## config.mk

```make
export PLATFORM = sky130hd
export DESIGN_NAME = deac_ctrl
export DESIGN_NICKNAME = d
export VERILOG_FILES = /design/src/logic/deac_pkg.sv /design/src/logic/deac_ctrl.sv /design/src/logic/deac_cell_array.sv
export SDC_FILE = /design/constraint.sdc
export NUM_CORES = 2
export LEC_CHECK = 0
export BUFFER_PORTS_ARGS = -buffer_cell sky130_fd_sc_hd__clkbuf_2
export CORE_UTILIZATION = 45
export DETAILED_ROUTE_END_ITERATION = 8
export MAX_ROUTING_LAYER = met4
export PLACE_DENSITY = 0.71
export SYNTH_ARGS = -nofsm -noshare
export SYNTH_HDL_FRONTEND = slang
export SYNTH_SLANG_ARGS = --single-unit
```

## constraint.sdc

```tcl
create_clock -name clock -period 6.6 [get_ports clock]
set_input_delay 0.66 -clock clock [delete_from_list [all_inputs] [get_ports clock]]
set_output_delay 0.66 -clock clock [all_outputs]
set_load 0.05 [all_outputs]
```

## src/logic/deac_pkg.sv

```systemverilog
package deac_pkg;

  // ----------------------------------------------------------------
  // bus and register map (word index, byte address = index * 4)
  // ----------------------------------------------------------------
  localparam int        ADDR_W     = 12;
  localparam int        DATA_W     = 32;
  localparam int        IDX_W      = 8;
  localparam logic [7:0] IDX_FLAGS  = 8'h0C;
  localparam logic [7:0] IDX_IRQEN  = 8'h8C;
  localparam logic [7:0] IDX_DATA   = 8'h9A;
  localparam logic [7:0] IDX_INDEX  = 8'h9B;
  localparam logic [7:0] IDX_CTRL   = 8'h9C;
  localparam logic [7:0] IDX_UNLOCK = 8'h9D;

  // ----------------------------------------------------------------
  // storage and field layout
  // ----------------------------------------------------------------
  localparam int         CELL_COUNT   = 128;
  localparam int         CELL_AW      = 7;
  localparam int         FETCH_BIT    = 0;
  localparam int         PROG_BIT     = 1;
  localparam int         GATE_BIT     = 2;
  localparam int         ABORT_BIT    = 3;
  localparam int         DONE_BIT     = 7;
  localparam int         DONE_IE_BIT  = 7;
  localparam logic [7:0] RST_BYTE     = 8'h00;
  localparam logic [7:0] ERASED_BYTE  = 8'hFF;
  localparam logic [7:0] UNLOCK_KEY1  = 8'h55;
  localparam logic [7:0] UNLOCK_KEY2  = 8'hAA;

  // ----------------------------------------------------------------
  // timing
  // ----------------------------------------------------------------
  localparam int CLK_PERIOD_NS = 20;
  localparam int PROG_TIME_NS  = 5000000;
  localparam int PROG_CYCLES   =
    (PROG_TIME_NS + CLK_PERIOD_NS - 1) / CLK_PERIOD_NS;
  localparam int PROG_CNT_W    = 24;
  localparam int UNLOCK_GAP_NS = 80;
  localparam int UNLOCK_GAP_CYC =
    (UNLOCK_GAP_NS / CLK_PERIOD_NS) < 1 ? 1 : UNLOCK_GAP_NS / CLK_PERIOD_NS;
  localparam int GAP_CNT_W     = 4;

  typedef enum logic [1:0] {
    SEQ_IDLE,
    SEQ_GOT_KEY1,
    SEQ_GOT_KEY2
  } deac_seq_type;

endpackage

```

## src/logic/deac_ctrl.sv

```systemverilog
// Design decision made here: the APB interface to the registers.
`timescale 1ns/1ps
// Overview of operation
// RULE1: 128 byte cells at 0h..7Fh, single byte read and program.
// RULE2: each program erases the location then stores the new byte.
// RULE3: program length set by internal timer; done only on expiry.
// RULE4: code protection blocks external programmer, not the CPU.
// RULE5: cell_byte holds data to program or read result, resets zero.
// RULE6: only low seven index bits address; top bit ignored.
// RULE7: software keeps index top bit at zero.
// RULE8: control register has four bits; upper four read zero.
// RULE9: triggers are set-only by software, cleared by hardware.
// RULE10: programming only while unlock gate set; gate clear at power-up.
// RULE11: abort flag set when reset interrupts a program cycle.
// RULE12: reset aborting a program clears cell_byte and cell_index.
// RULE13: completion sets done flag bit 7 at 0Ch; software clears it.
// RULE14: unlock port stores nothing, reads zero, feeds unlock sequence.
// RULE15: read completes in one cycle; byte held until next update.
// RULE16: program starts only after 55h, AAh, then trigger, timed.
// RULE17: trigger blocked without gate; later gate clear harmless.
// RULE18: done flag has enable bit that raises interrupt request.
// RULE19: control bits abort 3, gate 2, program 1, fetch 0.
// RULE20: triggers ignored while a program cycle runs.
module deac_ctrl
  import deac_pkg::*;
#(
  parameter int PROG_CYC = PROG_CYCLES
)(
  input  wire logic                clock,
  input  wire logic                rst,
  input  wire logic                resetMasterClear,
  input  wire logic                resetWatchdog,
  input  wire logic                psel,
  input  wire logic                penable,
  input  wire logic                pwrite,
  input  wire logic [ADDR_W-1:0]   paddr,
  input  wire logic [DATA_W-1:0]   pwdata,
  input  wire logic [3:0]          pstrb,
  output logic      [DATA_W-1:0]   prdata,
  output logic                     pready,
  output logic                     pslverr,
  output logic                     peripheralIrq,
  output logic                     programBusy,
  input  wire logic                codeProtect,
  input  wire logic [CELL_AW-1:0]  extIndex,
  output logic      [7:0]          extByte
);
  import deac_pkg::*;

  // ----------------------------------------------------------------
  // state
  // ----------------------------------------------------------------
  logic [7:0]            cellByte_ff, nxt_cellByte;
  logic [CELL_AW-1:0]    cellIndex_ff, nxt_cellIndex;
  logic                  fetch_ff, nxt_fetch;
  logic                  prog_ff, nxt_prog;
  logic                  gate_ff, nxt_gate;
  logic                  abort_ff, nxt_abort;
  logic                  done_ff, nxt_done;
  logic                  doneIe_ff, nxt_doneIe;
  deac_seq_type          seq_ff, nxt_seq;
  logic [GAP_CNT_W-1:0]  gap_ff, nxt_gap;
  logic [PROG_CNT_W-1:0] progCnt_ff, nxt_progCnt;
  logic [CELL_AW-1:0]    progIdx_ff, nxt_progIdx;
  logic [7:0]            progByte_ff, nxt_progByte;
  logic [DATA_W-1:0]     prdata_ff, nxt_prdata;
  logic                  pslverr_ff, nxt_pslverr;
  logic [7:0]            extByteReg_ff, nxt_extByte;

  logic       resetEvt, setupPh, accessPh, wrAcc, mapped, lowOk;
  logic [7:0] wrByte, rdByte, arrRdByte, ctrlView, regIdx;
  logic       progStart, progEnd, eraseEn;
  logic [CELL_AW-1:0] arrRdIdx;

  assign resetEvt = resetMasterClear | resetWatchdog;
  assign setupPh  = psel & ~penable;
  assign accessPh = psel & penable;
  assign regIdx   = paddr[9:2];
  assign lowOk    = (paddr[1:0] == 2'b00) && (paddr[11:10] == 2'b00);
  assign wrByte   = pwdata[7:0];
  assign wrAcc    = accessPh & pwrite & ~pslverr_ff & pstrb[0];
  assign ctrlView = {4'h0, abort_ff, gate_ff, prog_ff, fetch_ff};

  // ----------------------------------------------------------------
  // storage array
  // ----------------------------------------------------------------
  // external port shares the read path only while no CPU fetch is due
  assign arrRdIdx = fetch_ff ? cellIndex_ff : extIndex;
  assign rdByte   = arrRdByte;

  deac_cell_array u_cells (
    .clock     (clock),
    .rst       (rst),
    .rdIndex   (arrRdIdx),
    .rdByte    (arrRdByte),
    .wrIndex   (progIdx_ff),
    .eraseEn   (eraseEn),
    .storeEn   (progEnd),
    .storeByte (progByte_ff)
  );

  // ----------------------------------------------------------------
  // address decode and read mux
  // ----------------------------------------------------------------
  always_comb begin
    mapped = 1'b1;
    nxt_prdata = prdata_ff;
    nxt_pslverr = pslverr_ff;
    if (setupPh) begin
      nxt_prdata = '0;
      case (regIdx)
        IDX_FLAGS:  nxt_prdata[DONE_BIT] = done_ff;
        IDX_IRQEN:  nxt_prdata[DONE_IE_BIT] = doneIe_ff;
        IDX_DATA:   nxt_prdata[7:0] = cellByte_ff;
        IDX_INDEX:  nxt_prdata[CELL_AW-1:0] = cellIndex_ff;
        // RULE8: upper bits zero
        IDX_CTRL:   nxt_prdata[7:0] = ctrlView;
        // RULE14: reads zero
        IDX_UNLOCK: nxt_prdata = '0;
        default:    mapped = 1'b0;
      endcase
      nxt_pslverr = ~(mapped & lowOk);
    end
  end

  // ----------------------------------------------------------------
  // unlock sequence tracker
  // ----------------------------------------------------------------
  always_comb begin
    nxt_seq = seq_ff;
    nxt_gap = gap_ff;
    if (seq_ff != SEQ_IDLE) begin
      nxt_gap = gap_ff + 4'h1;
    end
    // RULE16: strict order and timing
    if (seq_ff != SEQ_IDLE && gap_ff >= GAP_CNT_W'(UNLOCK_GAP_CYC)) begin
      nxt_seq = SEQ_IDLE;
    end
    if (accessPh) begin
      nxt_gap = '0;
      nxt_seq = SEQ_IDLE;
      if (wrAcc && regIdx == IDX_UNLOCK) begin
        if (wrByte == UNLOCK_KEY1 && seq_ff == SEQ_IDLE) begin
          nxt_seq = SEQ_GOT_KEY1;
        end else if (wrByte == UNLOCK_KEY2 && seq_ff == SEQ_GOT_KEY1) begin
          nxt_seq = SEQ_GOT_KEY2;
        end
      end
    end
    // reset event cancels a half-done unlock
    if (resetEvt) begin
      nxt_seq = SEQ_IDLE;
    end
  end

  // RULE10: gate must already be set
  // RULE17: trigger blocked without gate
  // RULE20: no restart while busy
  assign progStart = wrAcc && regIdx == IDX_CTRL && wrByte[PROG_BIT]
                     && gate_ff && seq_ff == SEQ_GOT_KEY2 && !prog_ff;
  // RULE3: completion only on timer expiry
  assign progEnd   = prog_ff && progCnt_ff == '0 && !resetEvt;
  // RULE2: erase in the first timed cycle, store at the last
  assign eraseEn   = prog_ff && progCnt_ff == PROG_CNT_W'(PROG_CYC - 1)
                     && !resetEvt;

  // ----------------------------------------------------------------
  // register and control next state
  // ----------------------------------------------------------------
  always_comb begin
    nxt_cellByte  = cellByte_ff;
    nxt_cellIndex = cellIndex_ff;
    nxt_fetch     = 1'b0;
    nxt_prog      = prog_ff;
    nxt_gate      = gate_ff;
    nxt_abort     = abort_ff;
    nxt_done      = done_ff;
    nxt_doneIe    = doneIe_ff;
    nxt_progCnt   = progCnt_ff;
    nxt_progIdx   = progIdx_ff;
    nxt_progByte  = progByte_ff;
    // RULE15: one-cycle read, held after
    if (fetch_ff) begin
      nxt_cellByte = rdByte;
    end
    if (prog_ff && progCnt_ff != '0) begin
      nxt_progCnt = progCnt_ff - 1'b1;
    end
    if (wrAcc) begin
      case (regIdx)
        IDX_FLAGS: nxt_done = wrByte[DONE_BIT];
        IDX_IRQEN: nxt_doneIe = wrByte[DONE_IE_BIT];
        // RULE5: full byte read/write
        IDX_DATA:  nxt_cellByte = wrByte;
        // RULE6: top index bit dropped
        IDX_INDEX: nxt_cellIndex = wrByte[CELL_AW-1:0];
        IDX_CTRL: begin
          // RULE19: control bit layout
          nxt_gate  = wrByte[GATE_BIT];
          nxt_abort = wrByte[ABORT_BIT];
          // RULE20: read ignored while programming
          nxt_fetch = wrByte[FETCH_BIT] & ~prog_ff;
        end
        default: nxt_done = done_ff;
      endcase
    end
    if (progStart) begin
      nxt_prog     = 1'b1;
      nxt_progCnt  = PROG_CNT_W'(PROG_CYC - 1);
      nxt_progIdx  = cellIndex_ff;
      nxt_progByte = cellByte_ff;
    end
    // RULE9: only the timer or a reset event clears the program bit
    // RULE13: set wins over software clear
    if (progEnd) begin
      nxt_prog = 1'b0;
      nxt_done = 1'b1;
    end
    if (resetEvt) begin
      // RULE11: abort flag on interrupted cycle
      nxt_abort     = abort_ff | prog_ff;
      // RULE12: data and index cleared
      nxt_cellByte  = RST_BYTE;
      nxt_cellIndex = '0;
      nxt_fetch     = 1'b0;
      nxt_prog      = 1'b0;
      nxt_gate      = 1'b0;
      nxt_done      = 1'b0;
      nxt_doneIe    = 1'b0;
      nxt_progCnt   = '0;
    end
  end

  // RULE4: programmer view blanked under protection
  always_comb begin
    nxt_extByte = codeProtect ? 8'h00 : arrRdByte;
  end

  // ----------------------------------------------------------------
  // registers
  // ----------------------------------------------------------------
  always_ff @(posedge clock) begin
    if (rst) begin
      cellByte_ff   <= RST_BYTE;
      cellIndex_ff  <= '0;
      fetch_ff      <= 1'b0;
      prog_ff       <= 1'b0;
      gate_ff       <= 1'b0;
      abort_ff      <= 1'b0;
      done_ff       <= 1'b0;
      doneIe_ff     <= 1'b0;
      seq_ff        <= SEQ_IDLE;
      gap_ff        <= '0;
      progCnt_ff    <= '0;
      progIdx_ff    <= '0;
      progByte_ff   <= RST_BYTE;
      prdata_ff     <= '0;
      pslverr_ff    <= 1'b0;
      extByteReg_ff <= 8'h00;
    end else begin
      cellByte_ff   <= nxt_cellByte;
      cellIndex_ff  <= nxt_cellIndex;
      fetch_ff      <= nxt_fetch;
      prog_ff       <= nxt_prog;
      gate_ff       <= nxt_gate;
      abort_ff      <= nxt_abort;
      done_ff       <= nxt_done;
      doneIe_ff     <= nxt_doneIe;
      seq_ff        <= nxt_seq;
      gap_ff        <= nxt_gap;
      progCnt_ff    <= nxt_progCnt;
      progIdx_ff    <= nxt_progIdx;
      progByte_ff   <= nxt_progByte;
      prdata_ff     <= nxt_prdata;
      pslverr_ff    <= nxt_pslverr;
      extByteReg_ff <= nxt_extByte;
    end
  end

  assign prdata      = prdata_ff;
  assign pslverr     = accessPh & pslverr_ff;
  assign pready      = accessPh;
  assign programBusy = prog_ff;
  assign extByte     = extByteReg_ff;
  // RULE18: enable gates the completion request
  assign peripheralIrq = done_ff & doneIe_ff;
endmodule // deac_ctrl

```

## src/logic/deac_cell_array.sv

```systemverilog
`timescale 1ns/1ps
module deac_cell_array
  import deac_pkg::*;
(
  input  wire logic                  clock,
  input  wire logic                  rst,
  input  wire logic [CELL_AW-1:0]    rdIndex,
  output logic      [7:0]            rdByte,
  input  wire logic [CELL_AW-1:0]    wrIndex,
  input  wire logic                  eraseEn,
  input  wire logic                  storeEn,
  input  wire logic [7:0]            storeByte
);
  import deac_pkg::*;

  // RULE1: 128 addressable bytes
  logic [7:0] cell_ff [CELL_COUNT];
  logic [7:0] nxt_cell [CELL_COUNT];

  // ----------------------------------------------------------------
  // erase-then-store cell update
  // ----------------------------------------------------------------
  always_comb begin
    for (int i = 0; i < CELL_COUNT; i++) begin
      nxt_cell[i] = cell_ff[i];
    end
    if (eraseEn) begin
      nxt_cell[wrIndex] = ERASED_BYTE;
    end
    if (storeEn) begin
      nxt_cell[wrIndex] = storeByte;
    end
  end

  // nonvolatile contents survive system reset
  always_ff @(posedge clock) begin
    for (int i = 0; i < CELL_COUNT; i++) begin
      cell_ff[i] <= nxt_cell[i];
    end
  end

  assign rdByte = cell_ff[rdIndex];

endmodule // deac_cell_array

```

==> After elaboration in Yosys (flattened, before gate mapping) <==
Memory sizes are Yosys's and may differ from the RTL's.
Cells that the tools add are included.
{ "word_totals": {"memories": 1, "out_inout_bits": 44, "reg_bits": 83, "mem_bits_rw": 1024, "wordCells": 121} }
{ "mem_list": {"columns": ["name", "depth", "width", "read_ports", "rd_clocked_by_memory_dff", "wr", "line_no", "source"], "rows": [
  ["u_cells.cell_ff", 128, 8, 129, 0, 128, "deac_cell_array.sv:17", "logic [7:0] cell_ff [CELL_COUNT];"]
]} }
{ "op_classes": {"order_cmp": 3, "muxes": 26, "bitwise_logic": 19, "n_eq_ne": 11, "reduce_logical": 42, "add_sub_neg": 2} }
{ "ops": {"columns": ["operator", "n"], "rows": [
  ["1024-bit two-way mux", 2],
  ["1024-bit bitwise mux", 1],
  ["1024-bit bitwise OR", 1],
  ["8-bit demux with 7-bit select", 1],
  ["8-bit equality test, second input constant", 6],
  ["18-bit two-way mux", 2],
  ["8-bit two-way mux", 4],
  ["24-bit by 18-bit equality test with 1-bit output, second input constant", 1],
  ["24-bit zero test", 1],
  ["24-bit nonzero test", 1],
  ["24-bit by 1-bit subtractor with 24-bit output, second input constant", 1],
  ["7-bit one-hot mux with 3 select lines", 1],
  ["1-bit logical AND", 16],
  ["2-bit nonzero test", 7],
  ["2-bit two-way mux", 5],
  ["2-bit AND reduction", 5],
  ["1-bit AND", 9],
  ["8-bit by 4-bit equality test with 1-bit output, second input constant", 1],
  ["8-bit by 7-bit equality test with 1-bit output, second input constant", 1],
  ["8-bit >= comparator, second input constant", 1],
  ["8-bit by 1-bit less-than comparator with 1-bit output, second input constant", 1],
  ["1-bit two-way mux", 8],
  ["7-bit NOT with 8-bit output", 1],
  ["7-bit two-way mux", 1],
  ["other kinds (13)", 25]
]} }

==> Depth between registers and ports, before layout <==
{ "logic_depth": {"word_depth": 10, "mapped_depth": 15, "ltp_nobuf": 9} }

==> Cells and area by module <==
From an unflattened synthesis, not the netlist that was laid out.
{ "unflattened": {"cells_unflattened": 3388, "area_unflattened_um2": 43257.7} }
{ "modules_own_cells": {"columns": ["mod", "seq_area_each_um2", "cells_per_inst", "instances", "area_each_um2"], "rows": [
  ["deac_cell_array", 20499.7, 2928, 1, 39280.2],
  ["deac_ctrl", 1661.6, 460, 1, 3977.6]
]} }

==> Least setup slack after synthesis <==
No wires, ideal clock.
{ "synth_timing": {"kind": "input-to-reg", "from": "input extIndex[1]", "to": "register cellByte_ff[2]", "stages": 14, "t_arrival_ns": 2.870, "slack_ns": 3.592, "path_cell_list": "buf_2 -> mux2_2 -> buf_6 -> buf_6 -> buf_4 -> buf_6 -> buf_2 -> mux4_2 -> a22oi_1 -> a21oi_1 -> nor3_1 -> o21ai_0 -> o21ai_0 -> a31oi_1"} }
{ "synth_between": {"elab_chain_len": 5} }
{ "synth_lines": {"columns": ["element", "line_no", "source"], "rows": [
  ["from (decl)", "deac_ctrl.sv:45", "input wire logic [CELL_AW-1:0] extIndex,"],
  ["7-bit two-way mux (*)", "deac_ctrl.sv:88", "assign arrRdIdx = fetch_ff ? cellIndex_ff : extIndex;"],
  ["memory read 128 x 8 bit (*)", null, null],
  ["8-bit two-way mux (*)", "deac_ctrl.sv:183", "if (fetch_ff) begin"],
  ["8-bit two-way mux", "deac_ctrl.sv:190", "case (regIdx)"],
  ["8-bit two-way mux (*)", "deac_ctrl.sv:189", "if (wrAcc) begin"],
  ["to (signal assigned)", "deac_ctrl.sv:261", "cellByte_ff <= nxt_cellByte;"],
  ["to (decl)", "deac_ctrl.sv:53", "logic [7:0] cellByte_ff, nxt_cellByte;"]
]} }
Mark *: on every way between the ends. The rest lies on a longest branch, timed or not.
A chain may end at the register's enable or synchronous reset.

==> Worst setup path in the final report <==
{ "layout_timing": {"from": "register fetch_ff", "to": "register cellByte_ff[0]"} }
{ "layout_between": {"elab_chain_len": 5} }
{ "layout_lines": {"columns": ["element", "line_no", "source"], "rows": [
  ["from (decl)", "deac_ctrl.sv:55", "logic fetch_ff, nxt_fetch;"],
  ["from (signal assigned)", "deac_ctrl.sv:263", "fetch_ff <= nxt_fetch;"],
  ["7-bit two-way mux", "deac_ctrl.sv:88", null],
  ["memory read 128 x 8 bit", null, null],
  ["8-bit two-way mux (*)", "deac_ctrl.sv:183", null],
  ["8-bit two-way mux", "deac_ctrl.sv:190", null],
  ["8-bit two-way mux (*)", "deac_ctrl.sv:189", null]
]} }
Marked as above.

==> results.yml <==
floorplanning:
  die-area_um2: 103000
  coreArea_um2: 100000
  start_util: 0.455
  rows: 116
  die_w_um: 321
  ios: 107
  die_y_um: 321
synth:
  syn_area_um2: 45700
  synth_top_area_cell: "dfxtp_1"
  ys.flop_type: "dfxtp_1"
  ys_warn_count: 0
  ys_seq_area_frac: 0.484
  synth_cells: 5218
  synth_top_area_share: 0.484
  yosys_register_bits: 1107
  yosys.cell_count.top_type: "nor2_1"
  synth_area_per_cell_um2: 8.77
  synth_area_leaders: "dfxtp_1, a21oi_1, nor2_1, mux4_2, nand2_1"
  synth.distinct_cells: 90
  synth_async_sr_flop_share: 0
  ys_top_cells_by_count: "nor2_1, dfxtp_1, a21oi_1"
  synth-edff-count: 0
sta:
  rsz0062_at_grt: "no"
  fin_crit_sh: 0.774
  fmax_ghz: 0.196
  setup_viol: 0
  fin_skew_ns: 0.0440
  hold_ws_ns: 0.283
  finalHoldViolCount: 0
  setup_tns_ns: 0
  tightest_slew_ns: 1.31
  slew_viol_final: 0
  finalCriticalPeriod_ns: 5.11
  relSlewSlack: 0.119
pwr:
  powerDensity_nw_per_um2: 268
  combPwrFrac: 0.036
  clkPwrFrac: 0.477
  intPower_uw: 10600
  sw_frac_of_total: 0.229
  ir_worst_vdd_v: 0.000219
  leakage_uw: 0.0200
  power_frac_seq: 0.487
  power.switching_uw: 3150
worst_hold_path:
  hold_depth: 3
  holdCritPathClass: "in -> reg"
critical_path:
  critPathCaptureType: "flip-flop"
  crit_required_ns: 7.15
  worstSetupPathType: "reg -> reg"
  startpoint_type: "flip-flop"
  rrSetupSlack_ns: 1.49
  r2r_cells: 11
  worst-path-max-fanout: 35
  arrival_ns: 5.66
grt:
  antenna_found_initial: 10
  gr-total-overflow: 0
  grt_max_degree: 95
  grt_use_total: 0.353
  grt_pass1_wl_um: 258000
  first_global_vias: 37400
placed_design:
  port_buffers: 55
  dp_cells: 6402
  postPlaceCellArea_um2: 47400
  place.gp.congestion: 1.07
  place_hpwl_um: 114000
cells_and_area:
  synthToLayoutAreaGrowth_pct: 11.9
  layout.nets: 5222
  drive_above_1_share: 0.134
  final_cell_count_no_fill: 6612
  fin_area_um2: 51200
detailed_routing:
  vias: 41900
  first_pass_iters: 9
  antenna_left: 0
  dr.first_iter.drc_count: 7365
  drc_errors: 0
  post_drt_wl_per_cell_um: 27.6
  vias_per_cell: 6.33
  routed_wl_um: 182000
flow_run:
  maxCapViolCount: 0
clock_tree:
  cts_made_buffers: 107
  cts_resized: 0
  cts-hold-fix-buffers: 0
  clkSlewWorstSetupHoldPaths_ns: 0.06
  post-cts-setup-buffers: 0
  clock_path_buffers: 3
  cts_tree: "built"
  clock_latency_ns: 0.74
  cts_sinks: 1107
  htreeDepth: 3
  cts_root_buffer: "clkbuf_16"
outcome:
  outcome: "complete, no violations"
[through the flow]
step | utilization | worst slack (ns) | total power [uW]
2_1_floorplan | - | 3.59 | 7140
3_3_place_gp | 0.472 | 1.74 | 7310
3_5_place_dp | 0.472 | 1.75 | 7310
4_1_cts | 0.509 | 1.74 | 13700
5_1_grt | 0.510 | 1.61 | 14000
6_report | 0.510 | 1.49 | 13700
[power by group through the flow]
stage	Sequential (uW)	Clock (uW)	Combinational, uW
floorplan	6840	0	297
global placement	6840	0	471
detailed placement	6840	0	471
CTS	6690	6530	472
global route	6680	6820	501
finish	6680	6550	501
[critical path: stages, from the launching register on]
cell	delay [ns]
dfxtp_2	0.79
buf_4	0.48
mux2i_4	0.80
buf_4	0.58
nor2_1	0.16
buf_4	0.25
a22oi_1	0.19
a21oi_1	0.18
nor3_1	0.43
o21ai_0	0.40
o21ai_0	0.50
a31oi_1	0.14
[area by class of cell]
| cell class | instances | area, um^2 |
|---|---|---|
| fillers | 9183 | 49200 |
| multi-input cells | 3758 | 22400 |
| flip-flops and latches | 1107 | 22200 |
| clock buffers | 153 | 3090 |
| well taps | 1357 | 1700 |
| repair buffers | 164 | 1140 |
| clock inverters | 43 | 642 |
| inverters | 17 | 63.8 |
| diodes | 13 | 32.5 |
[state kept, by name (all words and copies together) (netlist names)]
register         flops
prdata               8
programBusy          1
done_ff              1
cellByte_ff          8
extByte              8
gap_ff               4
progByte_ff          8
doneIe_ff            1
pslverr_ff           1
u_cells.cell_ff   1024
gate_ff              1
abort_ff             1
progCnt_ff          24
seq_ff               2
cellIndex_ff         7
fetch_ff             1
progIdx_ff           7
[logic make-up (layout without fill, tap and decap cells)]
family,Yosys count,after routing,synth area share
adder cells (fa/ha/maj),4,4,0.00109
buffers and inverters,376,377,0.0400
flip-flops,1107,1107,0.484
AND/OR/NAND/NOR,2052,2052,0.207
XOR/XNOR,23,23,0.00440
other,1,37,0.0000820
AO/OA/AOI/OAI,1377,1377,0.167
multiplexers,278,278,0.0955
[final timing paths]
kind                                start         endpoint
worst min register to register    gate_ff          gate_ff
worst max-delay path             fetch_ff   cellByte_ff[0]
worst min-delay path            pwdata[4]  cellIndex_ff[4]
worst max register to register   fetch_ff   cellByte_ff[0]
[cells in the final DEF, fill, tap and decap left out, drive strengths merged, types with 41 or more instances in the layout]
master,n
mux4,125
o21ai,49
buf,109
nor3,41
mux2i,139
clkbuf,208
a22oi,42
nor2,1323
nand3,142
dfxtp,1107
nand2,417
a21oi,1112
[per-layer routing]
metal | track usage | up-vias | wire [um]
li1 | - | 18000 | -
met1 | 0.456 | 20000 | 67800
met2 | 0.481 | 3202 | 74100
met3 | 0.118 | 665 | 28000
met4 | 0.200 | 0 | 12300
met5 | - | - | 0
Note: power is estimated with default switching activity, not from simulation.
